### src/rtl/hbpic_pkg.sv
// Package for the half-bridge PWM input control block.
// Assumes a single 250 MHz clock and an APB register port.
package hbpic_pkg;
  // ----------------------------------------
  // Register map
  // ----------------------------------------
  localparam logic [7:0] CTRL_OFS = 8'h00;
  localparam logic [7:0] REP1_OFS = 8'h04;
  localparam logic [7:0] REP3_OFS = 8'h0c;
  localparam logic [7:0] STAT_OFS = 8'h10;
  localparam int CNT_SEL_BIT = 0;
  localparam int DET_EN_BIT = 1;
  localparam int AGC_LSB = 2;
  localparam int PCH_DIS_BIT = 4;
  localparam int SEL_LSB = 8;
  localparam int PEN_LSB = 16;
  localparam int DCHG_LSB = 24;
  localparam logic [31:0] CTRL_RST = 32'h0000_0000;
  localparam logic [31:0] CTRL_MASK = 32'h3f07_3f1f;
  // ----------------------------------------
  // Codes
  // ----------------------------------------
  localparam logic [1:0] SEL_PASSIVE = 2'h0;
  localparam logic [1:0] SEL_LS_PWM = 2'h1;
  localparam logic [1:0] SEL_HS_PWM = 2'h2;
  localparam logic [1:0] SEL_HOLD = 2'h3;
  localparam logic [5:0] HARDOFF_CODE = 6'h3f;
  // ----------------------------------------
  // Timing, ns and cycles at 250 MHz
  // ----------------------------------------
  localparam int CLK_MHZ = 250;
  localparam int CCP_ACT_NS = 1000;
  localparam int CCP_FW_NS = 1000;
  localparam int BLANK_NS = 800;
  localparam int TOFF_FW_NS = 4000;
  localparam int CCP_ACT_CYC = (CCP_ACT_NS * CLK_MHZ + 999) / 1000;
  localparam int CCP_FW_CYC = (CCP_FW_NS * CLK_MHZ + 999) / 1000;
  localparam int BLANK_CYC = (BLANK_NS * CLK_MHZ + 999) / 1000;
  localparam int TOFF_FW_CYC = (TOFF_FW_NS * CLK_MHZ) / 1000;
  localparam int TW = 12;
  // ----------------------------------------
  // Types
  // ----------------------------------------
  typedef struct packed {
    logic hs_on;
    logic ls_on;
    logic hold_off;
    logic max_sink;
  } hbpic_gate_t;
  typedef struct packed {
    logic [7:0] tdon;
    logic [7:0] tdoff;
    logic [7:0] rise;
    logic [7:0] fall;
  } hbpic_rep_t;
  typedef enum logic [2:0] {M_IDLE, M_DON, M_RISE, M_DOFF, M_FALL} hbpic_meas_t;
endpackage

### src/rtl/hbpic_top.sv
// Half-bridge PWM input control: six PWM inputs to three gate command pairs.
// Assumes PWM inputs asynchronous to clk, analog switching-edge flags from the
// gate drivers, and an APB master with 32-bit data.
//
// Behaviour
// Short on- or off-time makes the selected PWM MOSFET the active one.
// In that short case the opposite MOSFET stays off.
// Report PWM MOSFET times without detection, detected active MOSFET with it.
// Rise end not seen within blanking time reports rise as zero.
// Fall end not seen within active guard time reports fall as zero.
// At extreme duty cycles all four reported times are zero.
// Count select 1 and enable 1 drive each FET from its own input.
// Select 00 keeps both FETs off by passive discharge, the default.
// Select 11 keeps both FETs actively held off.
// Select 01 without detection makes the low side active.
// Select 10 without detection makes the high side active.
// With detection, active and free-wheeling FETs come from the detector.
// Inputs 1/2, 3/4, 5/6 drive bridges 1, 2, 3.
// Select 01: low/high turns high side on, high/low low side, equal off.
// Select 10: low/high turns low side on, high/low high side, equal off.
// High-side edge after FW guard, before FW timeout: hard sink low side.
// High-side activation blocked until the free-wheeling guard elapses.
// Low-side activation blocked until the active guard elapses.
// Adaptive control with post-charge: free-wheeling FET off before active on.
// Adaptive control with post-charge: active FET off before free-wheeling on.
// Hard-off sink uses discharge code 63.
// Inputs pass a two-flop synchroniser; windows timed by clk counters.
//
// The APB slave port and the placing of the registers were left to the implementer.
`timescale 1ns/10ps
`default_nettype none
module hbpic_top
  import hbpic_pkg::*;
#(
  parameter int NB = 3
) (
  // Clock and reset
  input wire logic clk,
  input wire logic srst,
  // APB slave
  input wire logic psel,
  input wire logic penable,
  input wire logic pwrite,
  input wire logic [7:0] paddr,
  input wire logic [31:0] pwdata,
  output logic [31:0] prdata,
  output logic pready,
  output logic pslverr,
  // PWM inputs, bit 0 is pwm_in_1
  input wire logic [2*NB-1:0] pwm_in,
  // Gate driver side
  input wire logic [NB-1:0] det_active_hs,
  input wire logic [NB-1:0] sw_start,
  input wire logic [NB-1:0] sw_end,
  output hbpic_gate_t [NB-1:0] gate_cmd,
  output logic [NB-1:0][5:0] discharge_current_code
);
  // ----------------------------------------
  // Register file
  // ----------------------------------------
  logic [31:0] ctrl_r;
  hbpic_rep_t [NB-1:0] rep_r;
  logic [NB-1:0] short_r;
  logic [NB-1:0] act_hs_r;
  hbpic_gate_t [NB-1:0] gate_r;
  logic wr_en;
  logic [31:0] rd_nxt;
  logic bad_addr;

  // Zero wait states: the access phase completes at its first edge
  assign pready = 1'b1;
  assign wr_en = psel && penable && pwrite;
  assign gate_cmd = gate_r;

  always_ff @(posedge clk) begin
    if (srst) begin
      ctrl_r <= CTRL_RST;
    end else if (wr_en && paddr == CTRL_OFS) begin
      ctrl_r <= pwdata & CTRL_MASK;
    end
  end

  always_comb begin
    rd_nxt = 32'h0000_0000;
    bad_addr = 1'b0;
    if (paddr == CTRL_OFS) begin
      rd_nxt = ctrl_r;
    end else if (paddr == STAT_OFS) begin
      rd_nxt = {26'h0, act_hs_r, short_r};
    end else if (paddr >= REP1_OFS && paddr <= REP3_OFS && paddr[1:0] == 2'h0) begin
      rd_nxt = rep_r[paddr[3:2] - 2'h1];
    end else begin
      bad_addr = 1'b1;
    end
  end

  always_ff @(posedge clk) begin
    if (srst) begin
      prdata <= 32'h0000_0000;
      pslverr <= 1'b0;
    end else begin
      prdata <= (psel && !penable && !pwrite) ? rd_nxt : prdata;
      pslverr <= psel && !penable && bad_addr;
    end
  end

  // ----------------------------------------
  // Shared configuration
  // ----------------------------------------
  logic cnt_sel;
  logic det_en;
  logic adaptive;
  assign cnt_sel = ctrl_r[CNT_SEL_BIT];
  assign det_en = ctrl_r[DET_EN_BIT];
  assign adaptive = (ctrl_r[AGC_LSB+:2] == 2'h1 || ctrl_r[AGC_LSB+:2] == 2'h2) && !ctrl_r[PCH_DIS_BIT];

  // Two-input decode: returns {want_hs, want_ls}
  function automatic logic [1:0] decode(input logic [1:0] sel, input logic a, input logic b);
    logic [1:0] r;
    r = 2'h0;
    if (a != b) begin
      if (sel == SEL_LS_PWM) begin
        r = a ? 2'h1 : 2'h2;
      end else if (sel == SEL_HS_PWM) begin
        r = a ? 2'h2 : 2'h1;
      end
    end
    return r;
  endfunction

  // Saturating increment
  function automatic logic [TW-1:0] sat_inc(input logic [TW-1:0] v);
    return (&v) ? v : v + 1'b1;
  endfunction

  // ----------------------------------------
  // Synchroniser
  // ----------------------------------------
  logic [2*NB-1:0] pwm_m_r;
  logic [2*NB-1:0] pwm_s_r;
  always_ff @(posedge clk) begin
    if (srst) begin
      pwm_m_r <= '0;
      pwm_s_r <= '0;
    end else begin
      pwm_m_r <= pwm_in;
      pwm_s_r <= pwm_m_r;
    end
  end

  // ----------------------------------------
  // Per bridge
  // ----------------------------------------
  for (genvar i = 0; i < NB; i++) begin : g_hb
    logic [1:0] sel;
    logic pen;
    logic [1:0] want;
    logic pwm_is_hs;
    logic pf;
    logic pf_r;
    logic [TW-1:0] len_r;
    logic eff_hs;
    logic want_hs;
    logic want_ls;
    logic [TW-1:0] dead_r;
    logic last_ls_r;
    logic hs_nxt;
    logic ls_nxt;
    logic mf;
    logic mf_r;
    hbpic_meas_t ms_r;
    logic [TW-1:0] mc_r;
    logic [7:0] mc8;

    assign sel = ctrl_r[SEL_LSB+2*i+:2];
    assign pen = ctrl_r[PEN_LSB+i] && cnt_sel;
    assign want = pen ? decode(sel, pwm_s_r[2*i], pwm_s_r[2*i+1]) : 2'h0;
    assign pwm_is_hs = sel == SEL_HS_PWM;
    assign pf = pwm_is_hs ? want[1] : want[0];
    // Short-pulse: PWM FET forced active, opposite off
    assign eff_hs = short_r[i] ? pwm_is_hs : det_en ? det_active_hs[i] : pwm_is_hs;
    assign want_hs = want[1] && !(short_r[i] && !pwm_is_hs);
    assign want_ls = want[0] && !(short_r[i] && pwm_is_hs);

    // Pulse width of the PWM FET request decides short mode
    always_ff @(posedge clk) begin
      if (srst) begin
        pf_r <= 1'b0;
        len_r <= '0;
        short_r[i] <= 1'b0;
      end else begin
        pf_r <= pf;
        if (pf != pf_r) begin
          len_r <= '0;
          short_r[i] <= pf_r ? (len_r < TW'(CCP_FW_CYC)) : (len_r < TW'(CCP_ACT_CYC));
        end else begin
          len_r <= sat_inc(len_r);
        end
      end
    end

    // Break-before-make: opposite FET must be off and its guard elapsed
    assign hs_nxt = want_hs && !gate_r[i].ls_on && (gate_r[i].hs_on ||
      dead_r >= (eff_hs ? TW'(CCP_FW_CYC) : TW'(CCP_ACT_CYC)));
    assign ls_nxt = want_ls && !gate_r[i].hs_on && (gate_r[i].ls_on ||
      dead_r >= (eff_hs ? TW'(CCP_ACT_CYC) : TW'(CCP_FW_CYC)));

    always_ff @(posedge clk) begin
      if (srst) begin
        dead_r <= '0;
        last_ls_r <= 1'b0;
      end else if ((gate_r[i].hs_on && !hs_nxt) || (gate_r[i].ls_on && !ls_nxt)) begin
        dead_r <= '0;
        last_ls_r <= gate_r[i].ls_on;
      end else begin
        dead_r <= sat_inc(dead_r);
      end
    end

    always_ff @(posedge clk) begin
      if (srst) begin
        gate_r[i] <= '0;
        act_hs_r[i] <= 1'b0;
      end else begin
        gate_r[i].hs_on <= hs_nxt;
        gate_r[i].ls_on <= ls_nxt;
        gate_r[i].hold_off <= sel == SEL_HOLD;
        // Late edge within the FW window: low side hard-sunk
        gate_r[i].max_sink <= adaptive && hs_nxt && last_ls_r && dead_r < TW'(TOFF_FW_CYC);
        act_hs_r[i] <= eff_hs;
      end
    end

    assign discharge_current_code[i] = gate_r[i].max_sink ? HARDOFF_CODE : ctrl_r[DCHG_LSB+:6];

    // ----------------------------------------
    // Switching-time measurement
    // ----------------------------------------
    assign mf = (det_en ? eff_hs : pwm_is_hs) ? gate_r[i].hs_on : gate_r[i].ls_on;
    assign mc8 = (mc_r > TW'(255)) ? 8'hff : mc_r[7:0];

    always_ff @(posedge clk) begin
      if (srst) begin
        mf_r <= 1'b0;
        ms_r <= M_IDLE;
        mc_r <= '0;
        rep_r[i] <= '0;
      end else begin
        mf_r <= mf;
        mc_r <= sat_inc(mc_r);
        if (short_r[i]) begin
          rep_r[i] <= '0;
          ms_r <= M_IDLE;
        end else if (mf && !mf_r) begin
          ms_r <= M_DON;
          mc_r <= '0;
        end else if (!mf && mf_r) begin
          ms_r <= M_DOFF;
          mc_r <= '0;
        end else begin
          unique case (ms_r)
            M_IDLE: begin
            end
            M_DON, M_DOFF: begin
              if (sw_start[i]) begin
                if (ms_r == M_DON) begin
                  rep_r[i].tdon <= mc8;
                end else begin
                  rep_r[i].tdoff <= mc8;
                end
                ms_r <= (ms_r == M_DON) ? M_RISE : M_FALL;
                mc_r <= '0;
              end
            end
            M_RISE: begin
              if (mc_r >= TW'(BLANK_CYC)) begin
                rep_r[i].rise <= 8'h00;
                ms_r <= M_IDLE;
              end else if (sw_end[i]) begin
                rep_r[i].rise <= mc8;
                ms_r <= M_IDLE;
              end
            end
            M_FALL: begin
              if (mc_r >= TW'(CCP_ACT_CYC)) begin
                rep_r[i].fall <= 8'h00;
                ms_r <= M_IDLE;
              end else if (sw_end[i]) begin
                rep_r[i].fall <= mc8;
                ms_r <= M_IDLE;
              end
            end
          endcase
        end
      end
    end

  end
endmodule
`default_nettype wire

### config.mk
export PLATFORM = sky130hd
export DESIGN_NAME = hbpic_top
export DESIGN_NICKNAME = d
export VERILOG_FILES = /design/src/rtl/hbpic_pkg.sv /design/src/rtl/hbpic_top.sv
export SDC_FILE = /design/constraint.sdc
export NUM_CORES = 1
export LEC_CHECK = 0
export BUFFER_PORTS_ARGS = -buffer_cell sky130_fd_sc_hd__buf_2
export CAP_MARGIN = 20
export CORE_ASPECT_RATIO = 0.8
export CORE_UTILIZATION = 45
export DETAILED_ROUTE_END_ITERATION = 16
export HOLD_SLACK_MARGIN = 0.15
export PLACE_DENSITY = 0.62
export REMOVE_ABC_BUFFERS = 1
export SKIP_CTS_REPAIR_TIMING = 1
export SLEW_MARGIN = 20
export SYNTH_ARGS = -nofsm -noshare
export SYNTH_HDL_FRONTEND = slang
export SYNTH_SLANG_ARGS = --single-unit
### constraint.sdc
create_clock -name clk -period 3.9 [get_ports clk]
set_clock_uncertainty 0.2 [all_clocks]
set_input_delay 0 -clock clk [delete_from_list [all_inputs] [get_ports clk]]
set_output_delay 0 -clock clk [all_outputs]
set_load 0.005 [all_outputs]
---- Word level (Yosys, flattened, before mapping) ----
Index checks and enable logic that the tools add are counted.
storage, ports and cells
  bits in registers ....................... 305
  latch bits .............................. 0
  memory bits (writable) .................. 0
  ROM bits ................................ 0
  bits of input ports ..................... 60
  output and inout bits ................... 64
  word-level logic and storage cells ...... 401
  memories ................................ 0
cells by class
  add/sub/neg operators ................... 10
  $mul .................................... 0
  divide/modulo/power cells ............... 0
  order comparisons ....................... 21
  eq/ne operators ......................... 39
  shift operators ......................... 0
  mux-type cells .......................... 98
  bitwise logic cells ..................... 9
  reduce and logical (&&, ||, !) cells .... 162
operators by type and width
  kind                   number
  $mux 12                18
  $mux 32                4
  $add 12x1->12 const B  9
  $ge 12x8->1 const B    9
  $reduce_and 12->1      9
  $mux 8                 12
  $bmux 32 s2            1
  $logic_and 1x1->1      57
  $mux 3                 15
  $mux 2                 21
  $gt 12x8->1 const B    3
  $lt 12x10->1 const B   3
  $lt 12x8->1 const B    3
  $logic_not 1->1        30
  $reduce_and 5->1       6
  $pmux 3 s3             3
  $reduce_and 4->1       6
  $reduce_or 2->1        12
  $mux 1                 21
  $eq 3x2->1 const B     6
  $mux 6                 3
  $reduce_and 2->1       9
  $reduce_bool 5->1      3
  $eq 2x2->1 const B     7
  21 further kinds       69

---- Longest topological paths before layout ----
  depth in word-level cells ............... 12
  gate-level depth with buffers ........... 12
  mapped depth without buffers ............ 9

---- Worst setup path after synthesis ----
OpenSTA, ideal clock, no wires.
  path kind ............................... register -> register
  start point ............................. register short_r[1]
  end point ............................... register rep_r[53] (netlist bit)
  library setup time ...................... 86 ps
  data arrival time ....................... 2585 ps
  required time ........................... 3614 ps
  slack ................................... 1029 ps
  cell stages (with the launch flop) ...... 11
  path buffers ............................ 1
  clock period less this slack ............ 2871 ps
  path through ............................ dfxtp_1 nand2b_1 mux2i_1 mux2i_1 inv_1 ha_1 or2_2 nor3_1 clkbuf_1 nor2_1 a211oi_1
between the ends
  longest elaborated chain between the ends .. 7
  elaborated cells between the ends (all ways) .. 10
  those cells by class .................... 3 x mux; 2 x bitwise; 5 x reduce/logical
ends and longest elaborated chain
  element                              line              RTL
  from (decl)                          hbpic_top.sv:63   logic [NB-1:0] short_r;
  from (signal, indexed assignment)    hbpic_top.sv:195  short_r[i] <= pf_r ? (len_r < TW'(CCP_FW_CYC)) : (len_r < TW'(CCP_ACT_CYC));
  $mux 1 *                             hbpic_top.sv:181  assign eff_hs = short_r[i] ? pwm_is_hs : det_en ? det_active_hs[i] : pwm_is_hs;
  $mux 1 * (2 in series)               hbpic_top.sv:239  assign mf = (det_en ? eff_hs : pwm_is_hs) ? gate_r[i].hs_on : gate_r[i].ls_on;
  via g_hb[1].mf                       hbpic_top.sv:169  logic mf;
  $logic_not 1->1                      hbpic_top.sv:257  end else if (!mf && mf_r) begin
  $logic_and 1x1->1                    hbpic_top.sv:257
  $not 1->1 (no source line)           --
  $reduce_and 5->1 (no source line) *  --
  to (decl)                            hbpic_top.sv:62   hbpic_rep_t [NB-1:0] rep_r;
Mark *: on every way through the listed nets, which the timed path passes. The rest lies on a longest branch.
A chain may end at the register's enable or synchronous reset.

---- Final worst setup path ----
  start point ............................. register short_r[0]
  end point ............................... register rep_r[4] (netlist bit)
between the ends
  longest elaborated chain between the ends .. 7
  elaborated cells between the ends (all ways) .. 10
  those cells by class .................... 3 x mux; 2 x bitwise; 5 x reduce/logical
ends and longest elaborated chain
  element                              line
  $mux 1 *                             hbpic_top.sv:181
  $mux 1 * (2 in series)               hbpic_top.sv:239
  via g_hb[0].mf                       hbpic_top.sv:169
  $logic_not 1->1                      hbpic_top.sv:257
  $logic_and 1x1->1                    hbpic_top.sv:257
  $not 1->1 (no source line)           --
  $reduce_and 4->1 (no source line) *  --
Marks and branches as above.

==> impl_metrics.sql <==
INSERT INTO impl_metrics (metric_group, metric, value, unit) VALUES
('routing', 'avgViaCountPerCell', '5.76', ''),
('worst_setup_path', 'startpoint_type', 'register', ''),
('placed_design', 'gp_congestion', '0.842', ''),
('timing', 'hold_slack', '0.118', 'ns'),
('timing', 'drv_slew', '0', ''),
('worst_setup_path', 'worst_setup_path_end_kind', 'register', ''),
('synth', 'synth-warning-count', '0', ''),
('power_and_ir_drop', 'cellPowerDensity', '388', 'mW/mm2'),
('global_routing', 'globalRouteTotalUtil', '23.1', '%'),
('clock_network', 'cts_num_sinks', '305', ''),
('floorplan', 'initial_utilization', '46.3', '%'),
('clock_network', 'tritoncts', 'done', ''),
('timing', 'finalWorstSetupSlack', '0.646', 'ns'),
('synth', 'post_synth_top_area_share', '41.5', '%'),
('synth', 'post_synth_inst_count', '1670', ''),
('worst_setup_path', 'worst_ep_arrival_time', '3.50', 'ns'),
('timing', 'fmaxAchievable', '0.307', 'GHz'),
('routing', 'detail_route.first_pass.iterations', '6', ''),
('routing', 'drt-total-wl', '41.3', 'mm'),
('power_and_ir_drop', 'leakage', '6.68', 'nW'),
('timing', 'tightest_slew', '1.09', 'ns'),
('floorplan', 'core_region_area', '0.0318', 'mm2'),
('routing', 'drcViolationCount', '0', ''),
('finish', 'multi_input_area', '0.00798', 'mm2'),
('power_and_ir_drop', 'netSwitchingFraction', '23.1', '%'),
('worst_setup_path', 'slowest_cell_on_the_critical_path', 'dfxtp_1', ''),
('synth', 'summed_instance_area_of_the_synthesized_netlist', '0.0147', 'mm2'),
('worst_setup_path', 'reg2reg_from', 'short_r[0]$_SDFFE_PP0P_', ''),
('synth', 'synth.top_cells.by_area', 'dfxtp_1, mux2i_1, nor2_1, a211oi_1, nand2_1', ''),
('placed_design', 'dpl.cell_count', '2106', ''),
('finish', 'final-seq-area', '0.00611', 'mm2'),
('run_status', 'run_status', 'finished, final reports clean', ''),
('clock_network', 'cts-root-to-sink-buffers', '3', ''),
('synth', 'netlist-cell-type-count', '77', ''),
('timing', 'hold_viol_final', '0', ''),
('global_routing', 'grt_start_max_net_pins', '42', ''),
('worst_setup_path', 'timing_worst_setup_path_type', 'reg -> reg', ''),
('synth', 'synth.avg_cell_area', '8.82', 'um2'),
('finish', 'fill_cells', '2853', ''),
('power_and_ir_drop', 'power.net_switching', '1.60', 'mW'),
('power_and_ir_drop', 'pwr-share-clk', '48.6', '%'),
('finish', 'layoutNonFillerInstCount', '2288', ''),
('finish', 'num_antenna_cells', '0', ''),
('finish', 'layout-drive-gt1-share', '13.3', '%'),
('worst_hold_path', 'timing.hold.worst.class', 'in -> reg', ''),
('routing', 'wire_per_inst', '18.1', 'um'),
('placed_design', 'portBuffers', '110', ''),
('clock_network', 'clk_root_buf', 'clkbuf_16', ''),
('clock_network', 'cts_htree_levels', '2', ''),
('worst_setup_path', 'worst_path_most_repeated_cell', 'mux2i_1', ''),
('synth', 'synth.yosys.seq_area_share', '41.5', '%'),
('finish', 'layout.cells.most_common', 'dfxtp_1', ''),
('worst_setup_path', 'timing.critical_path.max_delay_family', 'simple AND/OR/NAND/NOR gates', ''),
('worst_setup_path', 'worst-endpoint-required', '4.14', 'ns'),
('worst_setup_path', 'critPathMaxStageDelay', '0.55', 'ns'),
('finish', 'areaGrowthSynthToFinish', '21.1', '%'),
('global_routing', 'grt_first_pass_wirelength', '62.2', 'mm'),
('worst_setup_path', 'critical_path.n_buffers_inverters', '1', ''),
('global_routing', 'antenna_found_initial', '1', ''),
('power_and_ir_drop', 'internal-power', '5.32', 'mW'),
('timing', 'post-route-period-util', '83.4', '%'),
('power_and_ir_drop', 'p_total', '6.92', 'mW'),
('synth', 'async_flop_share', '0', '%'),
('run', 'cap_viol_max_count', '0', ''),
('finish', 'layout.cells.most_common_list', 'dfxtp_1, nor2_1, dlygate4sd3_1', ''),
('placed_design', 'place_area', '0.0154', 'mm2'),
('clock_network', 'clock_latency', '0.53', 'ns'),
('placed_design', 'dp_worst_setup_slack', '0.669', 'ns'),
('routing', 'drt_iter0_markers', '1110', ''),
('worst_setup_path', 'crit_chain', 'nand2b_1, mux2i_1, mux2i_1, inv_1, ha_1, nor2_1, nand3b_1, nor3_4, mux2i_1', ''),
('synth', 'synth_top_flop_cell', 'dfxtp_1', '');
-- registers in the layout (all words and copies together), names as in the netlist, 6 cells and up --
register and count:
g_hb.len_r 36, rep_r 96, g_hb.mc_r 36, g_hb.dead_r 36, gate_cmd 12, ctrl_r 20
pwm_s_r 6, prdata 32, pwm_m_r 6, g_hb.ms_r 9
-- final timing paths --
path | to | slack (ns) | cells after the start
hold reg to reg | rep_r[68]$_SDFFE_PP0P_ | 0.26 | 2
setup reg to reg | rep_r[4]$_SDFFE_PP0P_ | 0.65 | 9
setup / recovery | rep_r[4]$_SDFFE_PP0P_ | 0.65 | 9
hold / removal | prdata[5]$_SDFFE_PP0P_ | 0.12 | 5
-- worst min-delay path: stages --
cell and delay (ns):
buf_2 0.10, inv_1 0.07, ha_1 0.32, a32oi_1 0.22, a21oi_1 0.08
-- layer usage --
| layer | track usage, % | share of wire [%] | vias to the layer above |
|---|---|---|---|
| li1 | - | - | 6482 |
| met1 | 34.3 | 48 | 6311 |
| met2 | 34.2 | 45 | 327 |
| met3 | 4.17 | 5.6 | 55 |
| met4 | 5.80 | 1.8 | 0 |
| met5 | 0 | 0 | - |
-- synthesized netlist by cell type (36+ instances only) --
cell type,n
dfxtp_1,305
nor2_1,217
nand2_1,106
mux2i_1,95
clkbuf_1,81
a21oi_1,74
nand3_1,70
a211oi_1,65
nor3_1,53
o2bb2ai_1,41
o21ai_0,39
inv_1,36
-- cell families (layout without fill, tap and decap cells) --
| family | after synthesis | count (layout) | share of synthesized area (%) |
|---|---|---|---|
| xor gates and xnor gates | 41 | 41 | 2.44 |
| other | 1 | 1 | 0.0255 |
| adders and majority gates | 24 | 24 | 2.04 |
| muxes | 99 | 99 | 6.76 |
| and+or+nand+nor | 690 | 690 | 24.4 |
| buffers and inverters | 150 | 348 | 4.51 |
| AOI/OAI and AO/OA | 360 | 360 | 18.4 |
| DFF | 305 | 305 | 41.5 |
-- layout make-up --
cell class                      count  area share [%]
Clock buffer                       47            5.44
Sequential cell                   305            34.2
Tap cell                          420            2.95
Clock inverter                     12            1.05
Inverter                           36           0.758
Timing Repair Buffer              253            10.8
Multi-Input combinational cell   1215            44.7
-- power groups by stage --
stage / logic, mW / registers [mW] / clock network [mW]
after global placement: 0.279 / 3.26 / 0
after detailed placement: 0.283 / 3.26 / 0
after CTS: 0.284 / 3.19 / 3.42
final: 0.356 / 3.20 / 3.36
after floorplan: 0.166 / 3.25 / 0
after global routing: 0.387 / 3.20 / 3.55
(Power assumes the default switching activity.)
